## src/inc/cfg_group_pkg.sv

```systemverilog
// Purpose : Constants and types for the indexed configuration group 07h..0Eh
// Assumes : Byte-wide configuration data, one clock domain
// Notes   : Register offsets are the configuration index values

package cfg_group_pkg;

   // ****************************************
   // Register indexes
   // ****************************************
   localparam logic [7:0] POWER_BOOT_CTRL_IDX    = 8'h07;
   localparam logic [7:0] AUX_BASE_LOW_IDX       = 8'h08;
   localparam logic [7:0] AUX_BASE_HIGH_CFG_IDX  = 8'h09;
   localparam logic [7:0] IR_ROUTE_THRESHOLD_IDX = 8'h0A;
   localparam logic [7:0] DRIVE_RATE_SEL_IDX     = 8'h0B;
   localparam logic [7:0] SERIAL_MODE_CTRL_IDX   = 8'h0C;
   localparam logic [7:0] DEVICE_IDENT_IDX       = 8'h0D;
   localparam logic [7:0] SILICON_REV_IDX        = 8'h0E;

   // ****************************************
   // Reset values and writable masks
   // ****************************************
   localparam logic [7:0] POWER_BOOT_RESET     = 8'h00;
   localparam logic [7:0] AUX_LOW_RESET        = 8'h00;
   localparam logic [7:0] AUX_HIGH_RESET       = 8'h00;
   localparam logic [7:0] IR_THRESHOLD_RESET   = 8'h00;
   localparam logic [7:0] RATE_SEL_RESET       = 8'h00;
   localparam logic [7:0] SERIAL_MODE_RESET    = 8'h02;
   localparam logic [7:0] POWER_BOOT_MASK      = 8'hF3;
   localparam logic [7:0] AUX_LOW_MASK         = 8'hF0;
   localparam logic [7:0] AUX_HIGH_MASK        = 8'hC7;
   localparam logic [7:0] IR_THRESHOLD_MASK    = 8'hCF;
   localparam logic [7:0] RATE_SEL_MASK        = 8'hFF;
   localparam logic [7:0] SERIAL_MODE_MASK     = 8'hFF;

   // ****************************************
   // Field positions
   // ****************************************
   localparam int BOOT_DRIVE_BIT    = 0;
   localparam int PD_PARALLEL_BIT   = 4;
   localparam int PD_SERIAL2_BIT    = 5;
   localparam int PD_SERIAL1_BIT    = 6;
   localparam int PD_FLOPPY_BIT     = 7;
   localparam int AUX_SIZE_LSB      = 6;
   localparam int IR_ROUTE_LSB      = 6;
   localparam int RX_POL_BIT        = 0;
   localparam int TX_POL_BIT        = 1;
   localparam int HALF_DUPLEX_BIT   = 2;
   localparam int LINE_MODE_LSB     = 3;
   localparam int SERIAL1_FAST_BIT  = 6;
   localparam int SERIAL2_FAST_BIT  = 7;

   // ****************************************
   // Encodings
   // ****************************************
   localparam logic [1:0] AUX_SIZE_OFF   = 2'h0;
   localparam logic [1:0] AUX_SIZE_ONE   = 2'h1;
   localparam logic [1:0] AUX_SIZE_EIGHT = 2'h2;
   localparam logic [1:0] IR_TO_PRIMARY  = 2'h0;
   localparam logic [1:0] IR_TO_ALTERNATE = 2'h1;
   localparam logic [1:0] PIN_FUNC_IR_ALT = 2'h3;

   typedef struct packed {
      logic       mode;
      logic [7:0] index;
      logic       wr;
      logic       rd;
      logic [7:0] wdata;
   } cfg_req_type;

   typedef struct packed {
      logic       rx_active_low;
      logic       tx_active_low;
      logic       half_duplex;
      logic [2:0] line_mode;
      logic       serial1_fast;
      logic       serial2_fast;
   } serial_mode_type;

   typedef struct packed {
      logic parallel;
      logic serial2;
      logic serial1;
      logic floppy;
   } powerdown_type;

endpackage : cfg_group_pkg

```

## src/design/cfg_group_regs.sv

```systemverilog
// Purpose : Configuration registers 07h..0Eh with auxiliary decoder and infrared pin mux
// Assumes : Configuration index register and mode flag live outside this block
// Notes   : RESET_IN covers both power-on and hardware reset
`timescale 1ns/1ps

module cfg_group_regs #(
   parameter logic [7:0] DEVICE_IDENT = 8'hA5,  // Arbitrary value
   parameter logic [7:0] SILICON_REV  = 8'h5A   // Arbitrary value
) (
   input  wire logic                          CLK_SYS_IN,
   input  wire logic                          RESET_IN,
   input  wire cfg_group_pkg::cfg_req_type    CFG_REQ_IN,
   output logic [7:0]                         CFG_RDATA_OUT,
   output logic                               CFG_RHIT_OUT,
   output logic                               BOOT_DRIVE_B_OUT,
   output cfg_group_pkg::powerdown_type       AUTO_POWERDOWN_OUT,
   output logic [3:0]                         EXT_CAP_FIFO_THRESHOLD_OUT,
   output logic [7:0]                         DRIVE_RATE_SEL_OUT,
   output cfg_group_pkg::serial_mode_type     SERIAL_MODE_OUT,
   input  wire logic [10:0]                   HOST_ADDR_IN,
   input  wire logic                          HOST_SELECT_N_IN,
   output logic                               AUX_DECODE_OUT,
   input  wire logic [1:0]                    PIN_FUNCTION_CFG_IN,
   input  wire logic                          SERIAL2_TX_IN,
   input  wire logic                          IR_RECEIVE_PRIMARY_IN,
   input  wire logic                          IR_RECEIVE_ALTERNATE_IN,
   output logic                               SERIAL2_RX_OUT,
   output logic                               IR_TRANSMIT_PRIMARY_OUT,
   output logic                               IR_TRANSMIT_PRIMARY_OE_N_OUT,
   output logic                               IR_TRANSMIT_ALTERNATE_OUT,
   output logic                               IR_TRANSMIT_ALTERNATE_OE_N_OUT
);

   // ****************************************
   // Access decode
   // ****************************************
   function automatic logic idx_hit(input cfg_group_pkg::cfg_req_type req,
                                    input logic [7:0]                 idx);
      idx_hit = req.mode && (req.index == idx);
   endfunction : idx_hit

   function automatic logic [7:0] masked_write(input logic [7:0] wdata,
                                               input logic [7:0] mask);
      masked_write = wdata & mask;
   endfunction : masked_write

   logic [7:0] power_boot_r;
   logic [7:0] aux_low_r;
   logic [7:0] aux_high_r;
   logic [7:0] ir_threshold_r;
   logic [7:0] rate_sel_r;
   logic [7:0] serial_mode_r;
   logic       wr_en;
   logic [7:0] rdata_nxt;
   logic       rhit_nxt;

   assign wr_en = CFG_REQ_IN.wr;

   // ****************************************
   // Register storage
   // ****************************************
   always_ff @(posedge CLK_SYS_IN or posedge RESET_IN) begin
      if (RESET_IN) begin
         power_boot_r <= cfg_group_pkg::POWER_BOOT_RESET;
      end else if (wr_en && idx_hit(CFG_REQ_IN, cfg_group_pkg::POWER_BOOT_CTRL_IDX)) begin
         power_boot_r <= masked_write(CFG_REQ_IN.wdata, cfg_group_pkg::POWER_BOOT_MASK);
      end
   end

   always_ff @(posedge CLK_SYS_IN or posedge RESET_IN) begin
      if (RESET_IN) begin
         aux_low_r  <= cfg_group_pkg::AUX_LOW_RESET;
         aux_high_r <= cfg_group_pkg::AUX_HIGH_RESET;
      end else if (wr_en) begin
         if (idx_hit(CFG_REQ_IN, cfg_group_pkg::AUX_BASE_LOW_IDX)) begin
            aux_low_r <= masked_write(CFG_REQ_IN.wdata, cfg_group_pkg::AUX_LOW_MASK);
         end
         if (idx_hit(CFG_REQ_IN, cfg_group_pkg::AUX_BASE_HIGH_CFG_IDX)) begin
            aux_high_r <= masked_write(CFG_REQ_IN.wdata, cfg_group_pkg::AUX_HIGH_MASK);
         end
      end
   end

   always_ff @(posedge CLK_SYS_IN or posedge RESET_IN) begin
      if (RESET_IN) begin
         ir_threshold_r <= cfg_group_pkg::IR_THRESHOLD_RESET;
      end else if (wr_en && idx_hit(CFG_REQ_IN, cfg_group_pkg::IR_ROUTE_THRESHOLD_IDX)) begin
         ir_threshold_r <= masked_write(CFG_REQ_IN.wdata, cfg_group_pkg::IR_THRESHOLD_MASK);
      end
   end

   always_ff @(posedge CLK_SYS_IN or posedge RESET_IN) begin
      if (RESET_IN) begin
         rate_sel_r <= cfg_group_pkg::RATE_SEL_RESET;
      end else if (wr_en && idx_hit(CFG_REQ_IN, cfg_group_pkg::DRIVE_RATE_SEL_IDX)) begin
         rate_sel_r <= masked_write(CFG_REQ_IN.wdata, cfg_group_pkg::RATE_SEL_MASK);
      end
   end

   always_ff @(posedge CLK_SYS_IN or posedge RESET_IN) begin
      if (RESET_IN) begin
         serial_mode_r <= cfg_group_pkg::SERIAL_MODE_RESET;
      end else if (wr_en && idx_hit(CFG_REQ_IN, cfg_group_pkg::SERIAL_MODE_CTRL_IDX)) begin
         serial_mode_r <= masked_write(CFG_REQ_IN.wdata, cfg_group_pkg::SERIAL_MODE_MASK);
      end
   end

   // ****************************************
   // Read path
   // ****************************************
   // Identifier registers have no storage, so writes to them simply land nowhere
   always_comb begin
      rdata_nxt = 8'h00;
      rhit_nxt  = 1'b0;
      if (CFG_REQ_IN.rd && CFG_REQ_IN.mode) begin
         rhit_nxt = 1'b1;
         case (CFG_REQ_IN.index)
            cfg_group_pkg::POWER_BOOT_CTRL_IDX:    rdata_nxt = power_boot_r;
            cfg_group_pkg::AUX_BASE_LOW_IDX:       rdata_nxt = aux_low_r;
            cfg_group_pkg::AUX_BASE_HIGH_CFG_IDX:  rdata_nxt = aux_high_r;
            cfg_group_pkg::IR_ROUTE_THRESHOLD_IDX: rdata_nxt = ir_threshold_r;
            cfg_group_pkg::DRIVE_RATE_SEL_IDX:     rdata_nxt = rate_sel_r;
            cfg_group_pkg::SERIAL_MODE_CTRL_IDX:   rdata_nxt = serial_mode_r;
            cfg_group_pkg::DEVICE_IDENT_IDX:       rdata_nxt = DEVICE_IDENT;
            cfg_group_pkg::SILICON_REV_IDX:        rdata_nxt = SILICON_REV;
            default:                               rhit_nxt  = 1'b0;
         endcase
      end
   end

   always_ff @(posedge CLK_SYS_IN or posedge RESET_IN) begin
      if (RESET_IN) begin
         CFG_RDATA_OUT <= 8'h00;
         CFG_RHIT_OUT  <= 1'b0;
      end else begin
         CFG_RDATA_OUT <= rdata_nxt;
         CFG_RHIT_OUT  <= rhit_nxt;
      end
   end

   // ****************************************
   // Field outputs
   // ****************************************
   // Mirrored one cycle behind the register so every output leaves a flop
   // One field split serves the reset image and the live copy, so the two cannot drift apart
   function automatic cfg_group_pkg::serial_mode_type serial_fields(input logic [7:0] r);
      serial_fields.rx_active_low = r[cfg_group_pkg::RX_POL_BIT];
      serial_fields.tx_active_low = r[cfg_group_pkg::TX_POL_BIT];
      serial_fields.half_duplex   = r[cfg_group_pkg::HALF_DUPLEX_BIT];
      serial_fields.line_mode     = r[cfg_group_pkg::LINE_MODE_LSB +: 3];
      serial_fields.serial1_fast  = r[cfg_group_pkg::SERIAL1_FAST_BIT];
      serial_fields.serial2_fast  = r[cfg_group_pkg::SERIAL2_FAST_BIT];
   endfunction : serial_fields

   // The raw register byte does not line up with the exported field order
   localparam cfg_group_pkg::serial_mode_type SERIAL_MODE_OUT_RESET =
      serial_fields(cfg_group_pkg::SERIAL_MODE_RESET);

   cfg_group_pkg::serial_mode_type serial_mode_nxt;

   assign serial_mode_nxt = serial_fields(serial_mode_r);

   always_ff @(posedge CLK_SYS_IN or posedge RESET_IN) begin
      if (RESET_IN) begin
         BOOT_DRIVE_B_OUT       <= 1'b0;
         AUTO_POWERDOWN_OUT     <= '0;
         EXT_CAP_FIFO_THRESHOLD_OUT <= 4'h0;
         SERIAL_MODE_OUT        <= SERIAL_MODE_OUT_RESET;
      end else begin
         BOOT_DRIVE_B_OUT            <= power_boot_r[cfg_group_pkg::BOOT_DRIVE_BIT];
         AUTO_POWERDOWN_OUT.parallel <= power_boot_r[cfg_group_pkg::PD_PARALLEL_BIT];
         AUTO_POWERDOWN_OUT.serial2  <= power_boot_r[cfg_group_pkg::PD_SERIAL2_BIT];
         AUTO_POWERDOWN_OUT.serial1  <= power_boot_r[cfg_group_pkg::PD_SERIAL1_BIT];
         AUTO_POWERDOWN_OUT.floppy   <= power_boot_r[cfg_group_pkg::PD_FLOPPY_BIT];
         EXT_CAP_FIFO_THRESHOLD_OUT  <= ir_threshold_r[3:0];
         SERIAL_MODE_OUT             <= serial_mode_nxt;
      end
   end

   genvar drv;
   generate
      for (drv = 0; drv < 4; drv++) begin : g_rate
         always_ff @(posedge CLK_SYS_IN or posedge RESET_IN) begin
            if (RESET_IN) begin
               DRIVE_RATE_SEL_OUT[2*drv +: 2] <= 2'h0;
            end else begin
               DRIVE_RATE_SEL_OUT[2*drv +: 2] <= rate_sel_r[2*drv +: 2];
            end
         end
      end
   endgenerate

   // ****************************************
   // Auxiliary address decoder
   // ****************************************
   logic [10:0] aux_base;
   logic [1:0]  aux_size;
   logic        aux_upper_match;
   logic        aux_match;

   assign aux_base        = {aux_high_r[2:0], aux_low_r[7:4], 4'h0};
   assign aux_size        = aux_high_r[cfg_group_pkg::AUX_SIZE_LSB +: 2];
   assign aux_upper_match = HOST_ADDR_IN[10:4] == aux_base[10:4];

   always_comb begin
      case (aux_size)
         cfg_group_pkg::AUX_SIZE_OFF:   aux_match = 1'b0;
         cfg_group_pkg::AUX_SIZE_ONE:   aux_match = aux_upper_match && HOST_ADDR_IN[3:0] == 4'h0;
         cfg_group_pkg::AUX_SIZE_EIGHT: aux_match = aux_upper_match && !HOST_ADDR_IN[3];
         default:                       aux_match = aux_upper_match;
      endcase
   end

   // Registered for a clean output; costs one cycle after the address settles
   always_ff @(posedge CLK_SYS_IN or posedge RESET_IN) begin
      if (RESET_IN) begin
         AUX_DECODE_OUT <= 1'b0;
      end else begin
         AUX_DECODE_OUT <= aux_match && !HOST_SELECT_N_IN;
      end
   end

   // ****************************************
   // Infrared pin routing
   // ****************************************
   logic [1:0] ir_route;
   logic       rx_nxt;
   logic       tx_pri_nxt;
   logic       tx_pri_oe_n_nxt;
   logic       tx_alt_nxt;
   logic       tx_alt_oe_n_nxt;

   assign ir_route = ir_threshold_r[cfg_group_pkg::IR_ROUTE_LSB +: 2];

   // Reserved route code floats both outputs, the safest reading for an unknown board
   always_comb begin
      rx_nxt          = 1'b0;
      tx_pri_nxt      = 1'b0;
      tx_pri_oe_n_nxt = 1'b1;
      tx_alt_nxt      = 1'b0;
      tx_alt_oe_n_nxt = 1'b1;
      case (ir_route)
         cfg_group_pkg::IR_TO_PRIMARY: begin
            rx_nxt          = IR_RECEIVE_PRIMARY_IN;
            tx_pri_nxt      = SERIAL2_TX_IN;
            tx_pri_oe_n_nxt = 1'b0;
         end
         cfg_group_pkg::IR_TO_ALTERNATE: begin
            if (PIN_FUNCTION_CFG_IN == cfg_group_pkg::PIN_FUNC_IR_ALT) begin
               rx_nxt          = IR_RECEIVE_ALTERNATE_IN;
               tx_alt_nxt      = SERIAL2_TX_IN;
               tx_alt_oe_n_nxt = 1'b0;
            end
         end
         default: begin
            rx_nxt = 1'b0;
         end
      endcase
   end

   always_ff @(posedge CLK_SYS_IN or posedge RESET_IN) begin
      if (RESET_IN) begin
         SERIAL2_RX_OUT                 <= 1'b0;
         IR_TRANSMIT_PRIMARY_OUT        <= 1'b0;
         IR_TRANSMIT_PRIMARY_OE_N_OUT   <= 1'b1;
         IR_TRANSMIT_ALTERNATE_OUT      <= 1'b0;
         IR_TRANSMIT_ALTERNATE_OE_N_OUT <= 1'b1;
      end else begin
         SERIAL2_RX_OUT                 <= rx_nxt;
         IR_TRANSMIT_PRIMARY_OUT        <= tx_pri_nxt;
         IR_TRANSMIT_PRIMARY_OE_N_OUT   <= tx_pri_oe_n_nxt;
         IR_TRANSMIT_ALTERNATE_OUT      <= tx_alt_nxt;
         IR_TRANSMIT_ALTERNATE_OE_N_OUT <= tx_alt_oe_n_nxt;
      end
   end

endmodule : cfg_group_regs

```

## config.mk

```make
export PLATFORM = sky130hd
export DESIGN_NAME = cfg_group_regs
export DESIGN_NICKNAME = d
export VERILOG_FILES = /design/src/inc/cfg_group_pkg.sv /design/src/design/cfg_group_regs.sv
export SDC_FILE = /design/constraint.sdc
export NUM_CORES = 1
export LEC_CHECK = 0
export CORE_MARGIN = 4
export CORE_UTILIZATION = 65
export CTS_CLUSTER_DIAMETER = 60
export CTS_CLUSTER_SIZE = 10
export DETAILED_ROUTE_END_ITERATION = 10
export DONT_BUFFER_PORTS = 1
export HOLD_SLACK_MARGIN = 0.06
export PLACE_DENSITY = 0.81
export SETUP_SLACK_MARGIN = 0.2
export SYNTH_ARGS = -nofsm -noshare
export SYNTH_HDL_FRONTEND = slang
export SYNTH_SLANG_ARGS = --single-unit
```

## constraint.sdc

```tcl
create_clock -name CLK_SYS_IN -period 5.05 [get_ports CLK_SYS_IN]
set_clock_uncertainty 0.2 [all_clocks]
set_input_delay 1.01 -clock CLK_SYS_IN [delete_from_list [all_inputs] [get_ports CLK_SYS_IN]]
set_output_delay 1.01 -clock CLK_SYS_IN [all_outputs]
set_load 0.005 [all_outputs]
```

---- Yosys cells after proc, flatten, opt, wreduce, memory -nomap -nowiden ----
Index checks and enable logic that the tools add are counted.
storage, ports and cells
  RAM bits ................................ 0
  word-level logic and storage cells ...... 78
  output and inout port bits .............. 40
  bits of input ports ..................... 38
  memories ................................ 0
  bits in latches ......................... 0
  memory bits (read-only) ................. 0
  register bits after elaboration ......... 77
operators by class
  divide/modulo/power cells ............... 0
  muxes and demuxes ....................... 13
  magnitude comparators ................... 0
  bitwise logic cells ..................... 0
  reduce and logical (&&, ||, !) cells .... 22
  multiply operators ...................... 0
  eq/ne operators ......................... 13
  add/subtract/negate cells ............... 0
  shift operators ......................... 0
operator list
  cell                number
  $pmux 8 s8          1
  $eq 8x4->1 const B  7
  $logic_and 1x1->1   14
  $mux 1              9
  $eq 8x3->1 const B  1
  $mux 8              1
  $reduce_or 8->1     1
  $eq 7x7->1          1
  $eq 2x1->1 const B  2
  $eq 2x2->1 const B  2
  $logic_not 2->1     2
  $logic_not 4->1     1
  $reduce_and 2->1    2
  $pmux 1 s3          1
  $logic_not 1->1     2
  $pmux 1 s2          1

---- Depth between registers and ports, before layout ----
  word-level depth ........................ 4
  gate-level depth with buffers ........... 6
  depth with buffers taken out ............ 5

---- Least setup slack after synthesis ----
No wires, ideal clock.
  path type ............................... input to register
  start point ............................. input port CFG_REQ_IN[15] (netlist bit)
  end point ............................... register serial_mode_r[0]
  data required time ...................... 4.725 ns
  slack ................................... 2.509 ns
  arrival time ............................ 2.216 ns
  path buffers ............................ 1
  stages on the path ...................... 5
  setup time .............................. 0.125 ns
  cell sequence ........................... nor4_4 > nand4_2 > nor2b_1 > buf_4 > mux2_2
between the ends
  word-level cells in the longest chain between the ends .. 3
ends and longest elaborated chain
  what                  line                   RTL
  from (decl)           cfg_group_regs.sv:12   input wire cfg_group_pkg::cfg_req_type CFG_REQ_IN,
  $eq 8x4->1            cfg_group_regs.sv:39   idx_hit = req.mode && (req.index == idx);
  $logic_and 1x1->1     cfg_group_regs.sv:39
  $logic_and 1x1->1     cfg_group_regs.sv:103  end else if (wr_en && idx_hit(CFG_REQ_IN, cfg_group_pkg::SERIAL_MODE_CTRL_IDX)) begin
  to (signal assigned)  cfg_group_regs.sv:102  serial_mode_r <= cfg_group_pkg::SERIAL_MODE_RESET;
  to (signal assigned)  cfg_group_regs.sv:104  serial_mode_r <= masked_write(CFG_REQ_IN.wdata, cfg_group_pkg::SERIAL_MODE_MASK);
  to (decl)             cfg_group_regs.sv:52   logic [7:0] serial_mode_r;
Every way passes these cells.
A chain may end at the register's enable or synchronous reset.

---- Final worst setup path ----
  start point ............................. input port CFG_REQ_IN[15] (netlist bit)
  end point ............................... register serial_mode_r[6]
Same word-level chain as after synthesis.

==> run_results.csv <==
group,metric,value,unit
synthesis,async_flop_share,100,%
flow_run,cap_violations,0,
finish,antenna_cells,0,
setup_path,crit_chain,"nor4_4 -> nand4_2 -> nor2b_1 -> mux2_2",
synthesis,synth_warnings,0,
cts,cts_resized,0,
finish,layout.nets,270,
place,io_buffers,0,
worst_hold_path,min_path_type,"reg2reg",
synthesis,synth.distinct_cells,44,
floorplanning,rows,24,
power_and_ir_drop,powerDensity,346,nW/um^2
setup_path,critPathMaxFanout,8,
run_status,outcome,"complete, no violations",
cts,clock-sinks,77,
timing,min_period,2.80,ns
routing,dr.pass1.iters,5,
floorplanning,die_y,77.0,um
grt,grt.overflow.total,0,
finish,syn_to_final_growth,7.65,%
timing,finalSetupViolations,0,
synthesis,syn_area,3090,sq um
finish,drive_gt1_share,27.7,%
synthesis,postSynthCellCount,226,
synthesis,synthTopCellsByArea,"dfrtp_1 (59%), mux2_2 (14%), dfstp_2 (3.4%), xor2_1 (2.0%), nor2b_1 (1.8%)",
grt,antenna_found_initial,0,
setup_path,critPathMaxStageDelay,0.72,ns
routing,routed_wl,6510,um
cts,cts_tree,"done",
power_and_ir_drop,p_leak,1.63,nW
finish,fillCellCount,298,
synthesis,synth_area_per_cell,13.7,sq um
setup_path,cpLargestDelayFamily,"simple AND/OR/NAND/NOR gates",
synthesis,syn_nets,266,
setup_path,critical_path_arrival,2.82,ns
timing,layout_setup_ws,2.25,ns
timing,grt_setup_unrepaired,"no",
timing,slew_viol_final,0,
cts,cts_hold_buffers,0,
synthesis,netlist.area_leader.share,59.1,%
timing,period_share,55.5,%
floorplanning,coreArea,4470,sq um
routing,wire_per_inst,22.7,um
cts,clockBufferDepth,2,
setup_path,end_kind,"flip-flop",
routing,via_per_inst,6.55,
cts,cts-root-buf,"clkbuf_8",
cts,numCtsBuffers,9,
routing,postRouteAntennaNets,0,
timing,tightest_slew,0.842,ns
setup_path,path_class,"in2reg",
synthesis,ys_seq_elements,77,
setup_path,path_buf_inv,0,
timing,max_slew_margin,43.7,%
floorplanning,die_area,5920,sq um
synthesis,synth-main-ff-cell,"dfrtp_1",
floorplanning,io_pins,78,
place,gp_congestion,0.912,
grt,grt_start_max_net_pins,43,
timing,fmax,357,MHz
setup_path,cpMaxStageDelayCell,"nor2b_1",
synthesis,synth-seq-area-share,62.5,%
grt,grt_usage,23.7,%
timing,final.setup.tns,0,ns
floorplanning,die-width,77.0,um
power_and_ir_drop,peakVddDrop,0.239,mV
grt,grt_pass1_vias,1904,
cts,cts.reportedPaths.clkPinSlew,0.07,ns
place,dp_hpwl,4560,um
routing,drt_iter0_drc,223,
setup_path,cp-start-kind,"input port",
floorplanning,start_util,69.1,%
cts,cts_setup_buffers,0,
routing,remaining_drc_errors,0,
synthesis,yosysTopAreaCell,"dfrtp_1",
cts,h-tree-depth,3,
grt,grt_pass1_wl,10500,um
cts,insertion_delay,0.34,ns
place,place_ws,1.92,ns
synthesis,synth_edf_count,0,
routing,via_count,1879,
setup_path,critPathRequiredTime,5.07,ns
timing,finalHoldViolations,0,
==> stage by stage <==
stage	instances	cell area [sq um]	utilization [%]	hold WS [ns]	total power, W
after floorplan	226	3090	-	0.159	0.000692
after global placement	271	3120	69.8	0.169	0.000696
after detailed placement	271	3120	69.8	0.173	0.000698
after CTS	287	3330	74.4	0.184	0.00116
after global routing	287	3330	74.4	0.189	0.00120
final	287	3330	74.4	0.183	0.00115
==> layout make-up <==
cell class	count	area (sq um)	area share, %
clock buffer	13	159	4.78
clock inverter	3	43.8	1.32
inverter	7	26.3	0.790
multi-input combinational	134	1090	32.9
sequential	77	1930	58.1
tap	52	65.1	1.96
timing repair buffer	1	7.51	0.226
==> cells in the final DEF (no fill, tap or decap), types with 2 or more instances in the layout <==
cell / instances
mux2i_1: 3
nor3_1: 5
a21o_1: 2
inv_1: 6
nor3b_1: 2
clkbuf_1: 2
o21ai_0: 5
nand4_1: 3
nand2b_1: 2
dfrtp_1: 73
nor2_1: 8
nand3_1: 4
nand4_2: 2
a21oi_1: 5
mux2_2: 38
xor2_1: 7
nor4_1: 2
nand2_1: 9
ha_1: 2
dfstp_2: 4
clkbuf_8: 11
a22o_1: 3
a31oi_1: 3
and2_1: 2
nor2b_1: 9
==> worst paths after layout <==
check | from | to | slack (ns) | cells after the start
max | CFG_REQ_IN[15] | serial_mode_r[6] | 2.25 | 4
min | serial_mode_r[1] | SERIAL_MODE_OUT[6] | 0.18 | 0
max reg2reg | aux_high_r[2] | AUX_DECODE_OUT | 3.54 | 3
min reg2reg | serial_mode_r[1] | SERIAL_MODE_OUT[6] | 0.18 | 0
max in group asynchronous | RESET_IN | serial_mode_r[1] | 3.21 | 2
min in group asynchronous | RESET_IN | IR_TRANSMIT_ALTERNATE_OUT | 0.46 | 1
==> worst reg2reg max path: cells and delay by family (launching register included) <==
| family | cells | cell delay [ns] |
|---|---|---|
| AND/OR/NAND/NOR | 1 | 0.42 |
| flip-flops | 1 | 0.41 |
| AO/OA/AOI/OAI | 1 | 0.22 |
| XOR/XNOR | 1 | 0.20 |
==> logic make-up after synthesis <==
group                    count (synthesis)  share of synthesized area, %
adder cells (fa/ha/maj)                  2                         0.810
AO/OA/AOI/OAI                           28                          6.44
buffers and inverters                   15                          2.11
multiplexers                            41                          14.8
AND/OR/NAND/NOR                         55                          11.1
XOR/XNOR                                 8                          2.27
flip-flops                              77                          62.5
==> cells in the mapped netlist (2+ instances only) <==
cell / instances
a21oi_1: 5
nor3b_1: 2
nand3_1: 4
xor2_1: 7
nand2_1: 9
a22o_1: 3
clkbuf_1: 3
nor3_1: 5
a31oi_1: 3
buf_2: 4
and2_1: 2
ha_1: 2
nor4_1: 2
nor2b_1: 9
nand4_1: 3
nand2b_1: 2
o21ai_0: 5
a21o_1: 2
dfstp_2: 4
nand4_2: 2
mux2_2: 38
nor2_1: 8
inv_1: 7
dfrtp_1: 73
mux2i_1: 3
==> where the power goes <==
| group | internal, W | switching [W] | leakage (nW) |
|---|---|---|---|
| Combinational | 0.0000178 | 0.0000250 | 0.474 |
| Sequential | 0.000632 | 0.0000109 | 1.05 |
| Clock | 0.000256 | 0.000211 | 0.104 |
==> state kept, by name (all words and copies together), names as in the netlist <==
name,count
SERIAL_MODE_OUT,8
ir_threshold_r,6
IR_TRANSMIT_ALTERNATE_OE_N_OUT,1
serial_mode_r,8
CFG_RHIT_OUT,1
aux_low_r,4
BOOT_DRIVE_B_OUT,1
AUTO_POWERDOWN_OUT,4
IR_TRANSMIT_PRIMARY_OUT,1
DRIVE_RATE_SEL_OUT,8
aux_high_r,5
SERIAL2_RX_OUT,1
CFG_RDATA_OUT,8
rate_sel_r,8
IR_TRANSMIT_ALTERNATE_OUT,1
IR_TRANSMIT_PRIMARY_OE_N_OUT,1
AUX_DECODE_OUT,1
power_boot_r,6
EXT_CAP_FIFO_THRESHOLD_OUT,4
==> metal layers <==
metal / vias up / global-route usage [%] / wire, um
met1: 939 / 30.4 / 2600
met2: 118 / 36.1 / 3130
met4: 0 / 10.3 / 99
li1: 807 / - / -
met3: 15 / 8.78 / 675
met5: - / 0 / 0
No activity file was read; power rests on OpenSTA's default activity.
